`config.mk`:
```
export PLATFORM = sky130hd
export DESIGN_NAME = fesp_sequencer
export DESIGN_NICKNAME = d
export VERILOG_FILES = /design/src/hdl/fesp_pkg.sv /design/src/hdl/fesp_cyc_if.sv /design/src/hdl/fesp_bus_cycle.sv /design/src/hdl/fesp_sequencer.sv
export SDC_FILE = /design/constraint.sdc
export NUM_CORES = 1
export LEC_CHECK = 0
export BUFFER_PORTS_ARGS = -buffer_cell sky130_fd_sc_hd__buf_2
export CAP_MARGIN = 20
export CORE_MARGIN = 10
export CORE_UTILIZATION = 25
export CTS_BUF_LIST = sky130_fd_sc_hd__clkbuf_16
export CTS_CLUSTER_DIAMETER = 120
export DETAILED_ROUTE_END_ITERATION = 10
export GPL_TIMING_DRIVEN = 0
export REMOVE_ABC_BUFFERS = 1
export SLEW_MARGIN = 10
export SYNTH_ARGS = -nofsm -noshare
export SYNTH_HDL_FRONTEND = slang
export SYNTH_SLANG_ARGS = --single-unit
```
`constraint.sdc`:
```
create_clock -name core_clk -period 6.9 [get_ports core_clk]
set_input_delay 0.69 -clock core_clk [delete_from_list [all_inputs] [get_ports core_clk]]
set_output_delay 0.69 -clock core_clk [all_outputs]
set_load 0.1 [all_outputs]
```
`src/hdl/fesp_pkg.sv`:
```
package fesp_pkg;
    localparam int unsigned CLK_HZ          = 20000000;
    localparam int unsigned ADDR_W          = 19;
    localparam int unsigned DATA_W          = 8;
    localparam int unsigned NUM_SECTORS     = 11;
    localparam int unsigned SECT_W          = 4;
    // bus cycle phase lengths in core clocks, minus one (each phase lasts value + 1 clocks)
    localparam logic [3:0]  WR_SETUP_CYC    = 4'h1;
    localparam logic [3:0]  WR_PULSE_CYC    = 4'h2;
    localparam logic [3:0]  WR_HOLD_CYC     = 4'h2;
    localparam logic [3:0]  RD_ACCESS_CYC   = 4'h3;
    localparam int unsigned VID_SETTLE_US   = 1;
    localparam int unsigned PROT_WAIT_US    = 150;
    localparam int unsigned UNPROT_WAIT_MS  = 15;
    localparam int unsigned VID_SETTLE_CYC  = (VID_SETTLE_US * (CLK_HZ / 1000000));
    localparam int unsigned PROT_WAIT_CYC   = (PROT_WAIT_US * (CLK_HZ / 1000000));
    localparam int unsigned UNPROT_WAIT_CYC = (UNPROT_WAIT_MS * (CLK_HZ / 1000));
    localparam int unsigned WAIT_W          = 24;
    localparam logic [DATA_W-1:0] CMD_UNLOCK1   = 8'haa;
    localparam logic [DATA_W-1:0] CMD_UNLOCK2   = 8'h55;
    localparam logic [DATA_W-1:0] CMD_ERASE_SET = 8'h80;
    localparam logic [DATA_W-1:0] CMD_CHIP_ERS  = 8'h10;
    localparam logic [DATA_W-1:0] CMD_PROT_PLS  = 8'h60;
    localparam logic [DATA_W-1:0] CMD_PROT_VFY  = 8'h40;
    localparam logic [DATA_W-1:0] CMD_RESET     = 8'hf0;
    localparam logic [DATA_W-1:0] ERASED_DATA   = 8'hff;
    localparam logic [DATA_W-1:0] PROT_OK_DATA  = 8'h01;
    localparam logic [DATA_W-1:0] UNPROT_OK_DATA = 8'h00;
    localparam logic [ADDR_W-1:0] UNLOCK_ADDR1  = 19'h00555;
    localparam logic [ADDR_W-1:0] UNLOCK_ADDR2  = 19'h002aa;
    localparam int unsigned PROT_SEL_BIT  = 6;
    localparam int unsigned PROT_MODE_BIT = 1;
    localparam int unsigned PROT_LOW_BIT  = 0;
    localparam logic [10:0] PROT_MAX_PULSES   = 11'h019;
    localparam logic [10:0] UNPROT_MAX_PULSES = 11'h3e8;
    localparam logic [2:0]  ERASE_SEQ_LEN     = 3'h6;

    typedef enum logic [1:0] {
        FESP_OP_ERASE   = 2'h0,
        FESP_OP_PROTECT = 2'h1,
        FESP_OP_UNPROT  = 2'h2
    } fesp_op_type;
endpackage

```
`src/hdl/fesp_cyc_if.sv`:
```
`timescale 1ns/1ps
interface fesp_cyc_if;
    logic                           start;
    logic                           write;
    logic [fesp_pkg::ADDR_W-1:0]    addr;
    logic [fesp_pkg::DATA_W-1:0]    wdata;
    logic                           done;
    logic [fesp_pkg::DATA_W-1:0]    rdata;
    modport seq (output start, output write, output addr, output wdata, input done, input rdata);
    modport eng (input start, input write, input addr, input wdata, output done, output rdata);
endinterface

```
`src/hdl/fesp_bus_cycle.sv`:
```
`timescale 1ns/1ps
// one asynchronous flash bus cycle
module fesp_bus_cycle (
    input  wire logic                          core_clk,
    input  wire logic                          rstn,
    fesp_cyc_if.eng                            cyc,
    input  wire logic [fesp_pkg::DATA_W-1:0]   dq_in,
    output logic      [fesp_pkg::ADDR_W-1:0]   addr_o,
    output logic      [fesp_pkg::DATA_W-1:0]   dq_out,
    output logic                               dq_oe_n,
    output logic                               ce_n,
    output logic                               we_n,
    output logic                               oe_n
);
    typedef enum logic [2:0] {CY_IDLE, CY_SETUP, CY_PULSE, CY_HOLD, CY_READ, CY_SAMPLE} fesp_cy_state_type;
    typedef struct packed {
        fesp_cy_state_type              st;
        logic [3:0]                     cnt;
        logic [fesp_pkg::ADDR_W-1:0]    addr;
        logic [fesp_pkg::DATA_W-1:0]    wdata;
        logic [fesp_pkg::DATA_W-1:0]    rdata;
        logic [fesp_pkg::DATA_W-1:0]    sync1;
        logic [fesp_pkg::DATA_W-1:0]    sync2;
        logic                           done;
        logic                           dq_oe_n;
        logic                           ce_n;
        logic                           we_n;
        logic                           oe_n;
    } fesp_cy_reg_type;
    fesp_cy_reg_type s_q, s_d;

    always_comb begin
        s_d = s_q;
        s_d.done = 1'b0;
        // data pins pass two flops before use; settle covered by access count
        s_d.sync1 = dq_in;
        s_d.sync2 = s_q.sync1;
        if (s_q.cnt != 4'h0) begin
            s_d.cnt = s_q.cnt - 4'h1;
        end
        unique case (s_q.st)
            CY_IDLE: begin
                if (cyc.start) begin
                    s_d.addr  = cyc.addr;
                    s_d.wdata = cyc.wdata;
                    s_d.ce_n  = 1'b0;
                    if (cyc.write) begin
                        s_d.dq_oe_n = 1'b0;
                        s_d.cnt     = fesp_pkg::WR_SETUP_CYC;
                        s_d.st      = CY_SETUP;
                    end else begin
                        s_d.oe_n = 1'b0;
                        s_d.cnt  = fesp_pkg::RD_ACCESS_CYC;
                        s_d.st   = CY_READ;
                    end
                end
            end
            CY_SETUP: if (s_q.cnt == 4'h0) begin
                s_d.we_n = 1'b0;
                s_d.cnt  = fesp_pkg::WR_PULSE_CYC;
                s_d.st   = CY_PULSE;
            end
            CY_PULSE: if (s_q.cnt == 4'h0) begin
                s_d.we_n = 1'b1;
                s_d.cnt  = fesp_pkg::WR_HOLD_CYC;
                s_d.st   = CY_HOLD;
            end
            CY_HOLD: if (s_q.cnt == 4'h0) begin
                s_d.dq_oe_n = 1'b1;
                s_d.ce_n    = 1'b1;
                s_d.done    = 1'b1;
                s_d.st      = CY_IDLE;
            end
            CY_READ: if (s_q.cnt == 4'h0) begin
                s_d.st = CY_SAMPLE;
            end
            CY_SAMPLE: begin
                s_d.rdata = s_q.sync2;
                s_d.oe_n  = 1'b1;
                s_d.ce_n  = 1'b1;
                s_d.done  = 1'b1;
                s_d.st    = CY_IDLE;
            end
            default: s_d.st = CY_IDLE;
        endcase
    end

    always_ff @(posedge core_clk or negedge rstn) begin
        if (!rstn) begin
            s_q <= '{st: CY_IDLE, cnt: '0, addr: '0, wdata: '0, rdata: '0, sync1: '0, sync2: '0,
                     done: 1'b0, dq_oe_n: 1'b1, ce_n: 1'b1, we_n: 1'b1, oe_n: 1'b1};
        end else begin
            s_q <= s_d;
        end
    end

    assign cyc.done  = s_q.done;
    assign cyc.rdata = s_q.rdata;
    assign addr_o    = s_q.addr;
    assign dq_out    = s_q.wdata;
    assign dq_oe_n   = s_q.dq_oe_n;
    assign ce_n      = s_q.ce_n;
    assign we_n      = s_q.we_n;
    assign oe_n      = s_q.oe_n;
endmodule

```
`src/hdl/fesp_sequencer.sv`:
```
`timescale 1ns/1ps
module fesp_sequencer #(
    parameter int unsigned PROT_WAIT_CYC   = fesp_pkg::PROT_WAIT_CYC,
    parameter int unsigned UNPROT_WAIT_CYC = fesp_pkg::UNPROT_WAIT_CYC
) (
    input  wire logic                              core_clk,
    input  wire logic                              rstn,
    input  wire logic                              req_valid,
    input  wire fesp_pkg::fesp_op_type             req_op,
    input  wire logic [fesp_pkg::ADDR_W-1:0]       sector_base [fesp_pkg::NUM_SECTORS],
    output logic                                   req_ready,
    output logic                                   op_done,
    output logic                                   op_failed,
    output logic      [fesp_pkg::ADDR_W-1:0]       flash_addr,
    input  wire logic [fesp_pkg::DATA_W-1:0]       flash_dq_in,
    output logic      [fesp_pkg::DATA_W-1:0]       flash_dq_out,
    output logic                                   flash_dq_oe_n,
    output logic                                   flash_ce_n,
    output logic                                   flash_we_n,
    output logic                                   flash_oe_n,
    output logic                                   flash_reset_vid
);
    typedef enum logic [3:0] {
        SQ_IDLE, SQ_ERS_WR, SQ_ERS_POLL, SQ_VID_ON, SQ_PROT_PLS, SQ_PROT_WAIT, SQ_PROT_VFY_WR,
        SQ_PROT_VFY_RD, SQ_UNP_PLS, SQ_UNP_WAIT, SQ_UNP_VFY_WR, SQ_UNP_VFY_RD, SQ_VID_OFF, SQ_RESET_WR,
        SQ_FINISH
    } fesp_sq_state_type;

    typedef struct packed {
        fesp_sq_state_type              st;
        logic                           unprot_job;
        logic                           busy;
        logic                           issued;
        logic [2:0]                     step;
        logic [fesp_pkg::SECT_W-1:0]    sect;
        logic [10:0]                    pulse_attempt_count;
        logic [fesp_pkg::WAIT_W-1:0]    wait_cnt;
        logic                           failed;
        logic                           done;
        logic                           vid;
    } fesp_sq_reg_type;
    fesp_sq_reg_type s_q, s_d;

    fesp_cyc_if cyc ();

    fesp_bus_cycle u_cycle (
        .core_clk (core_clk),
        .rstn     (rstn),
        .cyc      (cyc),
        .dq_in    (flash_dq_in),
        .addr_o   (flash_addr),
        .dq_out   (flash_dq_out),
        .dq_oe_n  (flash_dq_oe_n),
        .ce_n     (flash_ce_n),
        .we_n     (flash_we_n),
        .oe_n     (flash_oe_n)
    );

    // sector base with protect mode bits forced
    function automatic logic [fesp_pkg::ADDR_W-1:0] prot_addr(input logic [fesp_pkg::ADDR_W-1:0] base,
                                                               input logic unprot);
        logic [fesp_pkg::ADDR_W-1:0] a;
        a = base;
        a[fesp_pkg::PROT_SEL_BIT]  = unprot;
        a[fesp_pkg::PROT_MODE_BIT] = 1'b1;
        a[fesp_pkg::PROT_LOW_BIT]  = 1'b0;
        return a;
    endfunction

    function automatic logic [fesp_pkg::ADDR_W-1:0] erase_addr(input logic [2:0] step);
        return (step == 3'h1 || step == 3'h4) ? fesp_pkg::UNLOCK_ADDR2 : fesp_pkg::UNLOCK_ADDR1;
    endfunction

    function automatic logic [fesp_pkg::DATA_W-1:0] erase_data(input logic [2:0] step);
        logic [fesp_pkg::DATA_W-1:0] d;
        unique case (step)
            3'h1, 3'h4: d = fesp_pkg::CMD_UNLOCK2;
            3'h2:       d = fesp_pkg::CMD_ERASE_SET;
            3'h5:       d = fesp_pkg::CMD_CHIP_ERS;
            default:    d = fesp_pkg::CMD_UNLOCK1;
        endcase
        return d;
    endfunction

    logic [fesp_pkg::ADDR_W-1:0] cur_prot_addr;
    logic                        last_sect;
    assign cur_prot_addr = prot_addr(sector_base[s_q.sect], s_q.unprot_job);
    assign last_sect     = (s_q.sect == fesp_pkg::SECT_W'(fesp_pkg::NUM_SECTORS - 1));

    always_comb begin
        s_d = s_q;
        s_d.done = 1'b0;
        cyc.start = 1'b0;
        cyc.write = 1'b1;
        cyc.addr  = cur_prot_addr;
        cyc.wdata = fesp_pkg::CMD_PROT_PLS;
        if (s_q.wait_cnt != '0) begin
            s_d.wait_cnt = s_q.wait_cnt - 1'b1;
        end
        unique case (s_q.st)
            SQ_IDLE: begin
                if (req_valid) begin
                    s_d.busy   = 1'b1;
                    s_d.failed = 1'b0;
                    s_d.step   = '0;
                    s_d.sect   = '0;
                    s_d.issued = 1'b0;
                    s_d.pulse_attempt_count = 11'h001;
                    s_d.unprot_job = (req_op == fesp_pkg::FESP_OP_UNPROT);
                    if (req_op == fesp_pkg::FESP_OP_ERASE) begin
                        s_d.st = SQ_ERS_WR;
                    end else begin
                        s_d.vid      = 1'b1;
                        s_d.wait_cnt = fesp_pkg::WAIT_W'(fesp_pkg::VID_SETTLE_CYC);
                        s_d.st       = SQ_VID_ON;
                    end
                end
            end
            SQ_ERS_WR: begin
                cyc.addr  = erase_addr(s_q.step);
                cyc.wdata = erase_data(s_q.step);
                cyc.start = !s_q.issued;
                s_d.issued = 1'b1;
                if (cyc.done) begin
                    s_d.issued = 1'b0;
                    s_d.step   = s_q.step + 3'h1;
                    if (s_q.step == fesp_pkg::ERASE_SEQ_LEN - 3'h1) begin
                        s_d.st = SQ_ERS_POLL;
                    end
                end
            end
            SQ_ERS_POLL: begin
                // every address is inside a chip erase
                cyc.addr  = fesp_pkg::UNLOCK_ADDR1;
                cyc.write = 1'b0;
                cyc.start = !s_q.issued;
                s_d.issued = 1'b1;
                if (cyc.done) begin
                    s_d.issued = 1'b0;
                    if (cyc.rdata == fesp_pkg::ERASED_DATA) begin
                        s_d.st = SQ_FINISH;
                    end
                end
            end
            SQ_VID_ON: if (s_q.wait_cnt == '0) begin
                // unprotect first protects every sector
                s_d.st = SQ_PROT_PLS;
            end
            SQ_PROT_PLS, SQ_UNP_PLS: begin
                cyc.addr  = prot_addr(sector_base[s_q.sect], s_q.st == SQ_UNP_PLS);
                cyc.start = !s_q.issued;
                s_d.issued = 1'b1;
                if (cyc.done) begin
                    s_d.issued = 1'b0;
                    if (s_q.st == SQ_PROT_PLS) begin
                        s_d.wait_cnt = fesp_pkg::WAIT_W'(PROT_WAIT_CYC);
                        s_d.st       = SQ_PROT_WAIT;
                    end else begin
                        s_d.wait_cnt = fesp_pkg::WAIT_W'(UNPROT_WAIT_CYC);
                        s_d.st       = SQ_UNP_WAIT;
                    end
                end
            end
            SQ_PROT_WAIT: if (s_q.wait_cnt == '0) s_d.st = SQ_PROT_VFY_WR;
            SQ_UNP_WAIT:  if (s_q.wait_cnt == '0) s_d.st = SQ_UNP_VFY_WR;
            SQ_PROT_VFY_WR, SQ_UNP_VFY_WR: begin
                cyc.addr  = prot_addr(sector_base[s_q.sect], s_q.st == SQ_UNP_VFY_WR);
                cyc.wdata = fesp_pkg::CMD_PROT_VFY;
                cyc.start = !s_q.issued;
                s_d.issued = 1'b1;
                if (cyc.done) begin
                    s_d.issued = 1'b0;
                    s_d.st = (s_q.st == SQ_PROT_VFY_WR) ? SQ_PROT_VFY_RD : SQ_UNP_VFY_RD;
                end
            end
            SQ_PROT_VFY_RD: begin
                cyc.addr  = prot_addr(sector_base[s_q.sect], 1'b0);
                cyc.write = 1'b0;
                cyc.start = !s_q.issued;
                s_d.issued = 1'b1;
                if (cyc.done) begin
                    s_d.issued = 1'b0;
                    if (cyc.rdata == fesp_pkg::PROT_OK_DATA) begin
                        s_d.pulse_attempt_count = 11'h001;
                        if (!last_sect) begin
                            s_d.sect = s_q.sect + 1'b1;
                            s_d.st   = SQ_PROT_PLS;
                        end else begin
                            s_d.sect = '0;
                            s_d.st   = s_q.unprot_job ? SQ_UNP_PLS : SQ_VID_OFF;
                        end
                    end else if (s_q.pulse_attempt_count == fesp_pkg::PROT_MAX_PULSES) begin
                        s_d.failed = 1'b1;
                        s_d.st     = SQ_VID_OFF;
                    end else begin
                        s_d.pulse_attempt_count = s_q.pulse_attempt_count + 11'h001;
                        s_d.st = SQ_PROT_PLS;
                    end
                end
            end
            SQ_UNP_VFY_RD: begin
                cyc.addr  = prot_addr(sector_base[s_q.sect], 1'b1);
                cyc.write = 1'b0;
                cyc.start = !s_q.issued;
                s_d.issued = 1'b1;
                if (cyc.done) begin
                    s_d.issued = 1'b0;
                    if (cyc.rdata == fesp_pkg::UNPROT_OK_DATA) begin
                        s_d.pulse_attempt_count = 11'h001;
                        if (!last_sect) begin
                            s_d.sect = s_q.sect + 1'b1;
                            s_d.st   = SQ_UNP_PLS;
                        end else begin
                            s_d.st = SQ_VID_OFF;
                        end
                    end else if (s_q.pulse_attempt_count == fesp_pkg::UNPROT_MAX_PULSES) begin
                        s_d.failed = 1'b1;
                        s_d.st     = SQ_VID_OFF;
                    end else begin
                        s_d.pulse_attempt_count = s_q.pulse_attempt_count + 11'h001;
                        s_d.st = SQ_UNP_PLS;
                    end
                end
            end
            SQ_VID_OFF: begin
                // vid drops before the reset command, even on failure
                s_d.vid      = 1'b0;
                s_d.wait_cnt = fesp_pkg::WAIT_W'(fesp_pkg::VID_SETTLE_CYC);
                s_d.st       = SQ_RESET_WR;
            end
            SQ_RESET_WR: if (s_q.wait_cnt == '0) begin
                cyc.addr  = fesp_pkg::UNLOCK_ADDR1;
                cyc.wdata = fesp_pkg::CMD_RESET;
                cyc.start = !s_q.issued;
                s_d.issued = 1'b1;
                if (cyc.done) begin
                    s_d.issued = 1'b0;
                    s_d.st = SQ_FINISH;
                end
            end
            SQ_FINISH: begin
                s_d.done = 1'b1;
                s_d.busy = 1'b0;
                s_d.st   = SQ_IDLE;
            end
            default: s_d.st = SQ_IDLE;
        endcase
    end

    always_ff @(posedge core_clk or negedge rstn) begin
        if (!rstn) begin
            s_q <= '{st: SQ_IDLE, unprot_job: 1'b0, busy: 1'b0, issued: 1'b0, step: '0, sect: '0,
                     pulse_attempt_count: 11'h001, wait_cnt: '0, failed: 1'b0, done: 1'b0, vid: 1'b0};
        end else begin
            s_q <= s_d;
        end
    end

    assign req_ready       = !s_q.busy;
    assign op_done         = s_q.done;
    assign op_failed       = s_q.failed;
    assign flash_reset_vid = s_q.vid;
endmodule
```
[Word level (Yosys, flattened, before mapping)]
Cells that the tools add are included.
Word-level totals
  register bits after elaboration: 115
  input bits: 222
  output and inout bits: 35
Cells by class
  bitwise gates (word level): 1
  reduce and logical (&&, ||, !) cells: 41
  muxes and demuxes: 90
  order comparisons: 1
  add/subtract/negate cells: 5
  equality and inequality tests: 60
Operators with widths (number)
  19-bit one-hot mux with 7 select lines: 1
  4-bit two-way mux: 25
  19-bit binary-select mux with 4-bit select: 1
  19-bit two-way mux: 4
  24-bit two-way mux: 3
  24-bit one-hot mux with 3 select lines: 1
  11-bit two-way mux: 5
  50-bit two-way mux: 1
  4-bit one-hot mux with 12 select lines: 1
  8-bit one-hot mux with 3 select lines: 2
  15-bit one-hot mux with 3 select lines: 1
  2-bit != test (second input constant): 18
  34-bit two-way mux: 1
  4-bit equality test (second input constant): 8
  15-bit two-way mux: 2
  24-bit zero test: 1
  24-bit nonzero test: 1
  24-bit by 1-bit subtractor with 24-bit output (second input constant): 1
  2-bit by 1-bit != test with 1-bit output (second input constant): 11
  7-bit two-way mux: 3
  3-bit two-way mux: 6
  3-bit AND reduction: 6
  1-bit two-way mux: 17
  4-bit by 3-bit equality test with 1-bit output (second input constant): 4
  45 further kinds: 74

[Logic depth before layout (Yosys ltp)]
Gate-level depths: netlist of run 1.
  depth after elaboration: 8
  gate-level depth with buffers: 9

[Hierarchy]
From an unflattened synthesis of run 1, not the netlist that was laid out.
Second synthesis, totals
  cells, all modules: 828
  area, all modules: 7696.1 um^2
By module, submodules not included
  fesp_sequencer: area an instance 5044.8 um^2, seq. area each 1302.5 um^2, cells an instance 582, times used 1
  fesp_bus_cycle: area an instance 2651.3 um^2, seq. area each 1581.5 um^2, cells an instance 246, times used 1

[Worst setup path before layout of run 1]
No wires, ideal clock.
  path type: reg-to-reg
  start: register s_q[15] (netlist name)
  end: register u_cycle.s_q, in the netlist u_cycle.addr_o[5]
  stages on the path, launching flop included: 10
  slack: 4218 ps
  buffers on the path: 4
  data arrival time: 2557 ps
  data required time: 6775 ps
  library setup time: 125 ps
  cells stage by stage: dfrtp_1 > or4_1 > clkbuf_2 > or3_1 > clkbuf_1 > nor3_2 > o21a_1 > buf_4 > buf_6 > mux2_2
Between the ends
  longest elaborated chain between the ends: 4
  elaborated cells between the ends (all ways): 6
  classes of those cells: mux: 4; reduce/logical: 2
RTL lines
  start, declared: RTL line fesp_sequencer.sv:42  | fesp_sq_reg_type s_q, s_d;
  start signal, assigned: RTL line fesp_sequencer.sv:252  | s_q <= '{st: SQ_IDLE, unprot_job: 1'b0, busy: 1'b0, issued: 1'b0, step: '0, sect: '0,
  24-bit zero test *: RTL line fesp_sequencer.sv:231  | SQ_RESET_WR: if (s_q.wait_cnt == '0) begin
  1-bit two-way mux: RTL line fesp_sequencer.sv:231
  1-bit one-hot mux with 2 select lines: RTL line fesp_sequencer.sv:100  | unique case (s_q.st)
  2-bit AND reduction (no source line)
  end signal, assigned: RTL line fesp_bus_cycle.sv:90  | s_q <= '{st: CY_IDLE, cnt: '0, addr: '0, wdata: '0, rdata: '0, sync1: '0, sync2: '0,
  end, declared: RTL line fesp_bus_cycle.sv:30  | fesp_cy_reg_type s_q, s_d;
Mark *: on every way between the ends. The rest lies on a longest branch, timed or not.
A chain may end at the register's enable or synchronous reset.

[Final worst setup path of run 1]
  start: register s_q[15] (netlist name)
  end: register u_cycle.s_q, in the netlist u_cycle.addr_o[3]
The elaborated chain is that of the path after synthesis.

==> results.json, run 1 <==
{
  "finClkSkew_ns": 0.0120,
  "cts.clk_slew.worst_paths_ns": 0.06,
  "worstReg2RegEnd": "u_cycle.addr_o[3]",
  "tightestPinTransition_ns": 1.07,
  "postCtsSetupBuffers": 0,
  "vias_per_cell": 5.07,
  "cts_inserted_buffers": 17,
  "crit_arrival_ns": 4.07,
  "final_common_cell": "buf_2",
  "dpl.cell_count": 1272,
  "wl_per_cell_um": 18.1,
  "reg2reg_slack_ns": 3.13,
  "wirelength_um": 23600,
  "layout_common_cells": "buf_2 (222), dfrtp_1 (105), nor2_1 (45), nand2_1 (42), a21oi_1 (38)",
  "cap_violations": 0,
  "power.total_w": 0.00162,
  "relSlewSlack_pct": 28.3,
  "cp-startpoint": "s_q[15]",
  "status": "completed",
  "drive_above_1_share_pct": 36.7,
  "place_congestion": 0.821,
  "startpoint_type": "flop",
  "period_minus_slack_ns": 3.77,
  "p_sw_w": 0.000390,
  "rsz0062_at_grt": "no",
  "grt_pass1_wl_um": 37500,
  "setup_viol": 0,
  "synthCells": 740,
  "antenna_found_initial": 1,
  "netSwitchingFraction_pct": 24.1,
  "die_h_um": 192,
  "cp.required_ns": 7.20,
  "ys_seq_area_share_pct": 38.3,
  "routed-via-count": 6606,
  "path_depth": 5,
  "p_int_w": 0.00123,
  "fin_crit_sh_pct": 54.6,
  "drc": 0,
  "p_clk_share_pct": 51.5,
  "ctsHoldBuffers": 0,
  "track_usage_pct": 12.9,
  "crit_path_top_delay_cell": "nor3_2",
  "clk_path_buf_depth": 2,
  "nets": 1141,
  "power.leakage_nw": 4.02,
  "setup_tns_ns": 0,
  "hold_viol_final": 0,
  "area_growth_pct": 24.7,
  "antenna_cells": 0,
  "fin_cells": 1304,
  "core_area_mm2": 0.0289,
  "crit_family": "simple AND/OR/NAND/NOR gates",
  "critPathKind": "flop to flop",
  "r2r_start": "s_q[15]",
  "synth_edf_count": 0,
  "firstDrtPassIters": 5,
  "peakVddDrop_mv": 0.161,
  "start_util_pct": 25.6,
  "synth_cell_type_count": 70,
  "ctsResizeCount": 0,
  "end_kind": "flop",
  "synth_seq_cells": 113,
  "drt_iter0_markers": 442,
  "min_path_type": "input port to async pin",
  "htreeDepth": 4,
  "synthFlopType": "dfrtp_1",
  "p_comb_share_pct": 7.0,
  "slowest_delay_ns": 0.81,
  "rr_worst_depth": 5,
  "dp_hpwl_um": 18300,
  "ys.warnings.count": 0,
  "synthArstFlopShare_pct": 100,
  "cts_num_sinks": 113,
  "grt_max_degree": 72,
  "crit_chain": "or4_1 > or3_1 > nor3_2 > o21a_1 > mux2_2",
  "die-width_um": 192,
  "io_pins": 257,
  "dieArea_mm2": 0.0369,
  "seqPwrFrac_pct": 41.5,
  "cts_tree": "yes",
  "rows": 62,
  "syn_avg_cell_area_um2": 9.99,
  "syn-cell-area_mm2": 0.00739,
  "path_max_fanout": 16,
  "clk_latency_ns": 0.42,
  "drt.antenna.violating_nets": 0,
  "root_buffer": "clkbuf_16",
  "overflow": 0,
  "place.port_buffers": 223,
  "final-max-slew-violation-count": 0,
  "worst-path-buf-inv": 0,
  "fmaxAchievable_mhz": 265,
  "grt_pass1_vias": 7038,
  "p_per_area_mw_per_mm2": 175
}
-- per-layer routing --
| metal | track usage, % | share of wire, % |
|---|---|---|
| met1 | 15.9 | 44 |
| met2 | 20.6 | 47 |
| met3 | 4.19 | 6.8 |
| met4 | 4.44 | 2.4 |
| met5 | 0 | 0 |
-- sequential cells by signal, indices dropped and copies added (netlist names) --
| signal | count |
|---|---|
| cur_prot_addr | 1 |
| flash_reset_vid | 1 |
| op_done | 1 |
| op_failed | 1 |
| s_q | 48 |
| u_cycle.addr_o | 19 |
| u_cycle.ce_n | 1 |
| u_cycle.cyc.done | 1 |
| u_cycle.cyc.rdata | 8 |
| u_cycle.dq_oe_n | 1 |
| u_cycle.dq_out | 6 |
| u_cycle.oe_n | 1 |
| u_cycle.s_d | 8 |
| u_cycle.s_q | 15 |
| u_cycle.we_n | 1 |
-- power by group through the flow --
| stage | clock network, W | registers, W | logic [W] |
|---|---|---|---|
| after floorplan | 0 | 0.000691 | 0.0000284 |
| after global placement | 0 | 0.000682 | 0.000110 |
| after detailed placement | 0 | 0.000683 | 0.000115 |
| after CTS | 0.000857 | 0.000671 | 0.000116 |
| after global routing | 0.000890 | 0.000671 | 0.000126 |
| final | 0.000833 | 0.000671 | 0.000113 |
-- area by class of cell --
type | count | area (um^2)
clock buffers | 17 | 425
multi-input cells | 528 | 4070
clock inverters | 15 | 133
fillers | 3013 | 19700
flip-flops and latches | 113 | 2840
well taps | 384 | 480
inverters | 20 | 75.1
repair buffers | 227 | 1200
-- worst max-delay path by stage --
stage | endpoint | slack (ns)
2_1_floorplan | s_q[41] | 3.39
3_3_place_gp | s_q[41] | 2.21
3_5_place_dp | u_cycle.addr_o[3] | 3.15
4_1_cts | u_cycle.addr_o[3] | 3.13
5_1_grt | u_cycle.addr_o[7] | 2.97
6_report | u_cycle.addr_o[3] | 3.13
-- cells in the mapped netlist (all sizes together), types with 3 or more instances --
| library cell | instances | area share (%) |
|---|---|---|
| a22o | 10 | 1.2 |
| or4 | 12 | 1.3 |
| nand4 | 7 | 0.59 |
| mux2i | 26 | 3.5 |
| nand3 | 20 | 1.4 |
| nand2b | 12 | 1.0 |
| xor2 | 8 | 0.95 |
| nand2 | 42 | 2.1 |
| a21o | 8 | 0.81 |
| a21oi | 38 | 2.6 |
| o21a | 6 | 0.61 |
| nor3 | 26 | 1.8 |
| clkbuf | 38 | 1.9 |
| nor2 | 45 | 2.3 |
| o2111ai | 3 | 0.36 |
| o22ai | 18 | 1.5 |
| a31oi | 7 | 0.59 |
| nor4 | 10 | 0.85 |
| mux4 | 32 | 9.7 |
| buf | 41 | 3.8 |
| dfrtp | 108 | 37 |
| dfstp | 5 | 1.8 |
| or3 | 11 | 0.95 |
| inv | 19 | 0.96 |
| a221o | 5 | 0.68 |
| o21ai | 33 | 2.2 |
| a211oi | 4 | 0.41 |
| o31ai | 8 | 0.81 |
| ha | 12 | 2.0 |
| o211ai | 17 | 1.7 |
| o2bb2ai | 12 | 1.4 |
| and2 | 4 | 0.34 |
| mux2 | 27 | 4.1 |
| a22oi | 10 | 1.0 |
| xnor2 | 9 | 1.1 |
| and3 | 9 | 0.78 |
| nor2b | 7 | 0.59 |
-- per-stage QoR --
step | area [um^2] | hold WS (ns) | worst slack (ns) | util, %
final | 9220 | 0.203 | 3.13 | 31.9
after global routing | 9220 | 0.227 | 2.97 | 31.9
after CTS | 9220 | 0.202 | 3.13 | 31.9
after detailed placement | 8660 | 0.335 | 3.15 | 29.9
after global placement | 8570 | 0.334 | 2.21 | 29.6
after floorplan | 6970 | 0.331 | 3.39 | -
-- kinds of logic (layout without fill, tap and decap cells) --
family	after synthesis	count (layout)	synth area share [%]
and+or+nand+nor	218	218	15.5
AOI/OAI and AO/OA	196	196	18.0
DFF	113	113	38.3
buffers and inverters	99	279	6.75
muxes	85	85	17.4
xor gates and xnor gates	17	17	2.01
adders and majority gates	12	12	2.03
Note: power is estimated with default switching activity, not from simulation.
==> run 2: changes to the inputs <==
Clock period 6.9 ns to 3.8 ns, I/O delays scaled along.
==> run 2 against run 1 <==
Sequential cell count stayed put. Sequential power up 82%. Utilization is 0.065 points higher. Via count up 0.15%. Combinational power grew 83%. Sequential share of layout area down 0.063 points. Critical path type unchanged. Largest cell class unchanged.
==> results.json, run 2 (synthesis results as in run 1) <==
{
  "slowest_delay_ns": 0.73,
  "clk_latency_ns": 0.42,
  "p_int_w": 0.00223,
  "area_growth_pct": 24.9,
  "power.leakage_nw": 4.04,
  "fin_crit_sh_pct": 93.6,
  "vias_per_cell": 5.07,
  "seqPwrFrac_pct": 41.4,
  "largest_reg_flops": 48,
  "path_max_fanout": 16,
  "relSlewSlack_pct": 29.1,
  "layout_common_cells": "buf_2 (222), dfrtp_1 (105), nor2_1 (45), nand2_1 (42), a21oi_1 (38)",
  "period_minus_slack_ns": 3.56,
  "cap_violations": 0,
  "min_path_type": "input port to flop",
  "crit_arrival_ns": 3.85,
  "p_clk_share_pct": 51.6,
  "grt_pass1_vias": 7043,
  "top_register": "s_q",
  "antenna_found_initial": 1,
  "setup_tns_ns": 0,
  "tightestPinTransition_ns": 1.06,
  "start_util_pct": 25.6,
  "p_sw_w": 0.000715,
  "crit_chain": "or4_1 > or3_1 > nor3_4 > o21a_1 > mux2_2",
  "postCtsSetupBuffers": 0,
  "cts_num_sinks": 113,
  "rsz0062_at_grt": "no",
  "drc": 0,
  "setup_viol": 0,
  "die_h_um": 192,
  "drt.antenna.violating_nets": 0,
  "grt_max_degree": 72,
  "place.port_buffers": 223,
  "fin_cells": 1306,
  "drt_iter0_markers": 449,
  "startpoint_type": "flop",
  "clk_path_buf_depth": 2,
  "cts.clk_slew.worst_paths_ns": 0.06,
  "overflow": 0,
  "fmaxAchievable_mhz": 281,
  "final-max-slew-violation-count": 0,
  "htreeDepth": 4,
  "final_common_cell": "buf_2",
  "drive_above_1_share_pct": 36.7,
  "routed-via-count": 6616,
  "p_comb_share_pct": 7.0,
  "wirelength_um": 23600,
  "core_area_mm2": 0.0289,
  "dpl.cell_count": 1272,
  "cp.required_ns": 4.10,
  "p_per_area_mw_per_mm2": 319,
  "track_usage_pct": 12.9,
  "firstDrtPassIters": 4,
  "nets": 1142,
  "io_pins": 257,
  "fin_area_mm2": 0.00924,
  "dieArea_mm2": 0.0369,
  "rows": 62,
  "place_congestion": 0.821,
  "hold_viol_final": 0,
  "dp_hpwl_um": 18300,
  "cts_inserted_buffers": 17,
  "reg2reg_slack_ns": 0.24,
  "finClkSkew_ns": 0.0120,
  "die-width_um": 192,
  "end_kind": "flop",
  "wl_per_cell_um": 18.1,
  "peakVddDrop_mv": 0.294,
  "netSwitchingFraction_pct": 24.3,
  "crit_path_top_delay_cell": "o21a_1",
  "critPathKind": "flop to flop",
  "status": "completed",
  "dpl_cell_area_mm2": 0.00866,
  "root_buffer": "clkbuf_16",
  "cts_tree": "yes",
  "grt_pass1_wl_um": 37600
}
## run 2: cell types whose count changed in the layout (fill, tap and decap cells not counted)
cell / change
nor3_4: +1
dlygate4sd3_1: +1
diode_2: +1
nor3_2: -1
## run 2: final timing paths
check                                startpoint  cells past startpoint                 to
worst max-delay path                    s_q[15]                      5  u_cycle.dq_out[4]
worst min-delay path             flash_dq_in[1]                      1     u_cycle.s_d[6]
worst max register to register          s_q[15]                      5  u_cycle.dq_out[4]
worst min register to register  u_cycle.s_d[11]                      0    u_cycle.s_q[11]
max in group asynchronous                  rstn                      3            s_q[27]
min in group asynchronous                  rstn                      2            s_q[43]
## run 2: timing repair
item / in CTS / in global routing
setup endpoints to repair: 0 / 9
hold buffers: 1 / 0
gates resized for setup: 0 / 1
endpoints found under the hold margin: 41 / 0
## run 2: power groups by stage
stage	combinational [W]	clock, W	sequential, W
6_report	0.000207	0.00152	0.00122
5_1_grt	0.000229	0.00162	0.00122
4_1_cts	0.000211	0.00156	0.00122
3_5_place_dp	0.000210	0	0.00124
3_3_place_gp	0.000200	0	0.00124
2_1_floorplan	0.0000516	0	0.00125
## run 2: final cells by class
class	instances	area, um^2
Fill cell	3010	19700
Antenna cell	1	2.50
Sequential cell	113	2840
Timing Repair Buffer	228	1210
Inverter	20	75.1
Clock buffer	17	425
Tap cell	384	480
Clock inverter	15	133
Multi-Input combinational cell	528	4070
## run 2: metrics by stage
step,util [%],worst slack (ns),hold slack (ns),power (W)
CTS,31.9,0.0275,0.0448,0.00298
detailed placement,29.9,0.0478,0.335,0.00145
finish,31.9,0.245,0.0624,0.00294
global placement,29.6,-0.890,0.334,0.00144
global route,31.9,0.0613,0.0477,0.00306
floorplan,-,0.292,0.0844,0.00131
## run 2: critical path: cells and delay by family (launching register included)
family	cells	cell delay, ns
muxes	1	0.41
DFF	1	0.45
AOI/OAI and AO/OA	1	0.73
and+or+nand+nor	3	1.84
## run 2: layer usage
| layer | routed length, um | global-route usage, % | up-vias |
|---|---|---|---|
| met5 | 0 | 0 | - |
| met4 | 586 | 4.44 | 0 |
| met3 | 1550 | 4.17 | 35 |
| met2 | 11100 | 20.7 | 239 |
| met1 | 10400 | 15.9 | 3216 |
| li1 | - | - | 3126 |
==> run 3: changes to the inputs <==
Settings changed: CORE_ASPECT_RATIO set to 1.4, TNS_END_PERCENT set to 10.
==> run 3 against run 2 <==
Via count up 0.14%. Combinational power grew 8%. Final area increased by 0.28%. Sequential power hardly changed. Total power decreased by 0.12%. Die area rose by 0.26%. Final cell count shrank 0.23%. Worst hold slack got worse by 0.010 ns. First-iteration DRC count fell by 18%. Count of clock-buffer cells in the layout stayed put. Critical endpoint is now u_cycle.addr_o[7].
==> results.json, run 3 (synthesis results as in run 1) <==
{
  "period_minus_slack_ns": 3.49,
  "routed-via-count": 6625,
  "nets": 1144,
  "largest_reg_flops": 48,
  "final_common_cell": "buf_2",
  "drc": 0,
  "dieArea_mm2": 0.0370,
  "met2_length_um": 13300,
  "top_layer": "met5",
  "cap_violations": 0,
  "crit_path_top_delay_cell": "dfrtp_1",
  "rr_worst_depth": 5,
  "cts.clk_slew.worst_paths_ns": 0.06,
  "fillers": 3006,
  "final-max-slew-violation-count": 0,
  "relSlewSlack_pct": 26.6,
  "fmaxAchievable_mhz": 287,
  "min_path_type": "input port to flop",
  "dpl.cell_count": 1269,
  "power.total_w": 0.00294,
  "antenna_found_initial": 7,
  "grt_pass1_wl_um": 41600,
  "root_buffer": "clkbuf_16",
  "hold_viol_final": 0,
  "clk_path_buf_depth": 2,
  "htreeDepth": 4,
  "firstDrtPassIters": 5,
  "place.port_buffers": 223,
  "final-seq-area_mm2": 0.00284,
  "peakVddDrop_mv": 0.239,
  "path_depth": 5,
  "crit_arrival_ns": 3.81,
  "grt_max_degree": 66,
  "die-width_um": 165,
  "drt.antenna.violating_nets": 0,
  "track_usage_pct": 14.6,
  "antenna_cells": 0,
  "power.leakage_nw": 4.05,
  "io_pins": 257,
  "die_h_um": 223,
  "cts_tree": "yes",
  "clk_latency_ns": 0.43,
  "overflow": 0,
  "whs_path_depth": 1,
  "multiInputGateArea_mm2": 0.00407,
  "layout_common_cells": "buf_2 (222), dfrtp_1 (106), nor2_1 (45), nand2_1 (42), a21oi_1 (38)",
  "dp_hpwl_um": 21700,
  "postCtsSetupBuffers": 0,
  "drive_above_1_share_pct": 36.6,
  "start_util_pct": 25.4,
  "cts_num_sinks": 113,
  "wl_met1_um": 10300,
  "fin_crit_sh_pct": 91.8,
  "fin_hold_ws_ns": 0.0520,
  "area_growth_pct": 25.3,
  "grt_pass1_vias": 7302,
  "setup_viol": 0,
  "setup_tns_ns": 0,
  "wl_met3_um": 2100,
  "place_congestion": 0.850,
  "vias_per_cell": 5.08,
  "fin_cells": 1303,
  "top_register": "s_q",
  "status": "completed",
  "wirelength_um": 26700,
  "worst-path-buf-inv": 0,
  "crit_chain": "nor2b_1 > nand3_1 > nor3_4 > o21a_1 > mux2_2",
  "core_area_mm2": 0.0292,
  "finClkSkew_ns": 0.00603,
  "tightestPinTransition_ns": 1.10,
  "rows": 74,
  "slowest_delay_ns": 0.77,
  "crit_family": "simple AND/OR/NAND/NOR gates",
  "wl_per_cell_um": 20.5,
  "p_per_area_mw_per_mm2": 317,
  "end_kind": "flop",
  "drt_iter0_markers": 370,
  "cp.required_ns": 4.12,
  "path_max_fanout": 23,
  "critPathKind": "flop to flop",
  "startpoint_type": "flop",
  "cts_inserted_buffers": 17,
  "rsz0062_at_grt": "no"
}
==> run 3: changes by cell type in the layout (fill, tap and decap cells not counted), sizes merged <==
cell,previous run,this run
buf,227,228
inv,24,22
clkinv,6,8
clkbuf,17,18
diode,1,0
==> run 3: path summary, 6_finish.rpt <==
kind / startpoint / endpoint / slack (ns)
max in group asynchronous: rstn / s_q[27] / 2.61
worst max register to register: s_q[48] / u_cycle.addr_o[7] / 0.31
worst min-delay path: flash_dq_in[3] / u_cycle.s_d[8] / 0.05
worst min register to register: u_cycle.s_d[6] / u_cycle.s_q[6] / 0.34
worst max-delay path: s_q[48] / u_cycle.addr_o[7] / 0.31
min in group asynchronous: rstn / s_q[23] / 0.46
==> run 3: layer usage <==
metal,vias up,track usage (%)
met5,-,0
met4,2,6.07
met3,41,4.79
met2,283,24.7
met1,3170,16.5
li1,3129,-
==> run 3: final cells by class <==
class | count | area share, %
clock buffer | 17 | 4.59
sequential | 113 | 30.6
timing repair buffer | 230 | 13.4
clock inverter | 15 | 1.46
multi-input combinational | 528 | 44.0
tap | 380 | 5.13
inverter | 20 | 0.810
==> run 3: power by group <==
part | internal (W) | switching [W]
Sequential | 0.00122 | 0.00000392
Clock | 0.000899 | 0.000599
Combinational | 0.000112 | 0.000111
==> run 3: through the flow <==
step / utilization, % / cell area, um^2 / setup slack [ns]
after floorplan: - / 6970 / 0.292
after global placement: 29.4 / 8560 / -0.958
after detailed placement: 29.8 / 8680 / 0.0557
after CTS: 31.7 / 9250 / 0.0616
after global routing: 31.8 / 9260 / 0.0587
final: 31.8 / 9260 / 0.310
==> run 3: worst register-to-register path, delay by kind of cell, from the launching register on <==
kind	cells	cell delay, ns
simple gates	3	1.51
flops	1	0.77
compound gates	1	0.67
mux	1	0.42
==> run 3: timing repair <==
action,CTS,global route
endpoints found under the hold margin,48,0
resized for setup,0,1
setup endpoints to repair,0,10
hold buffers,1,0
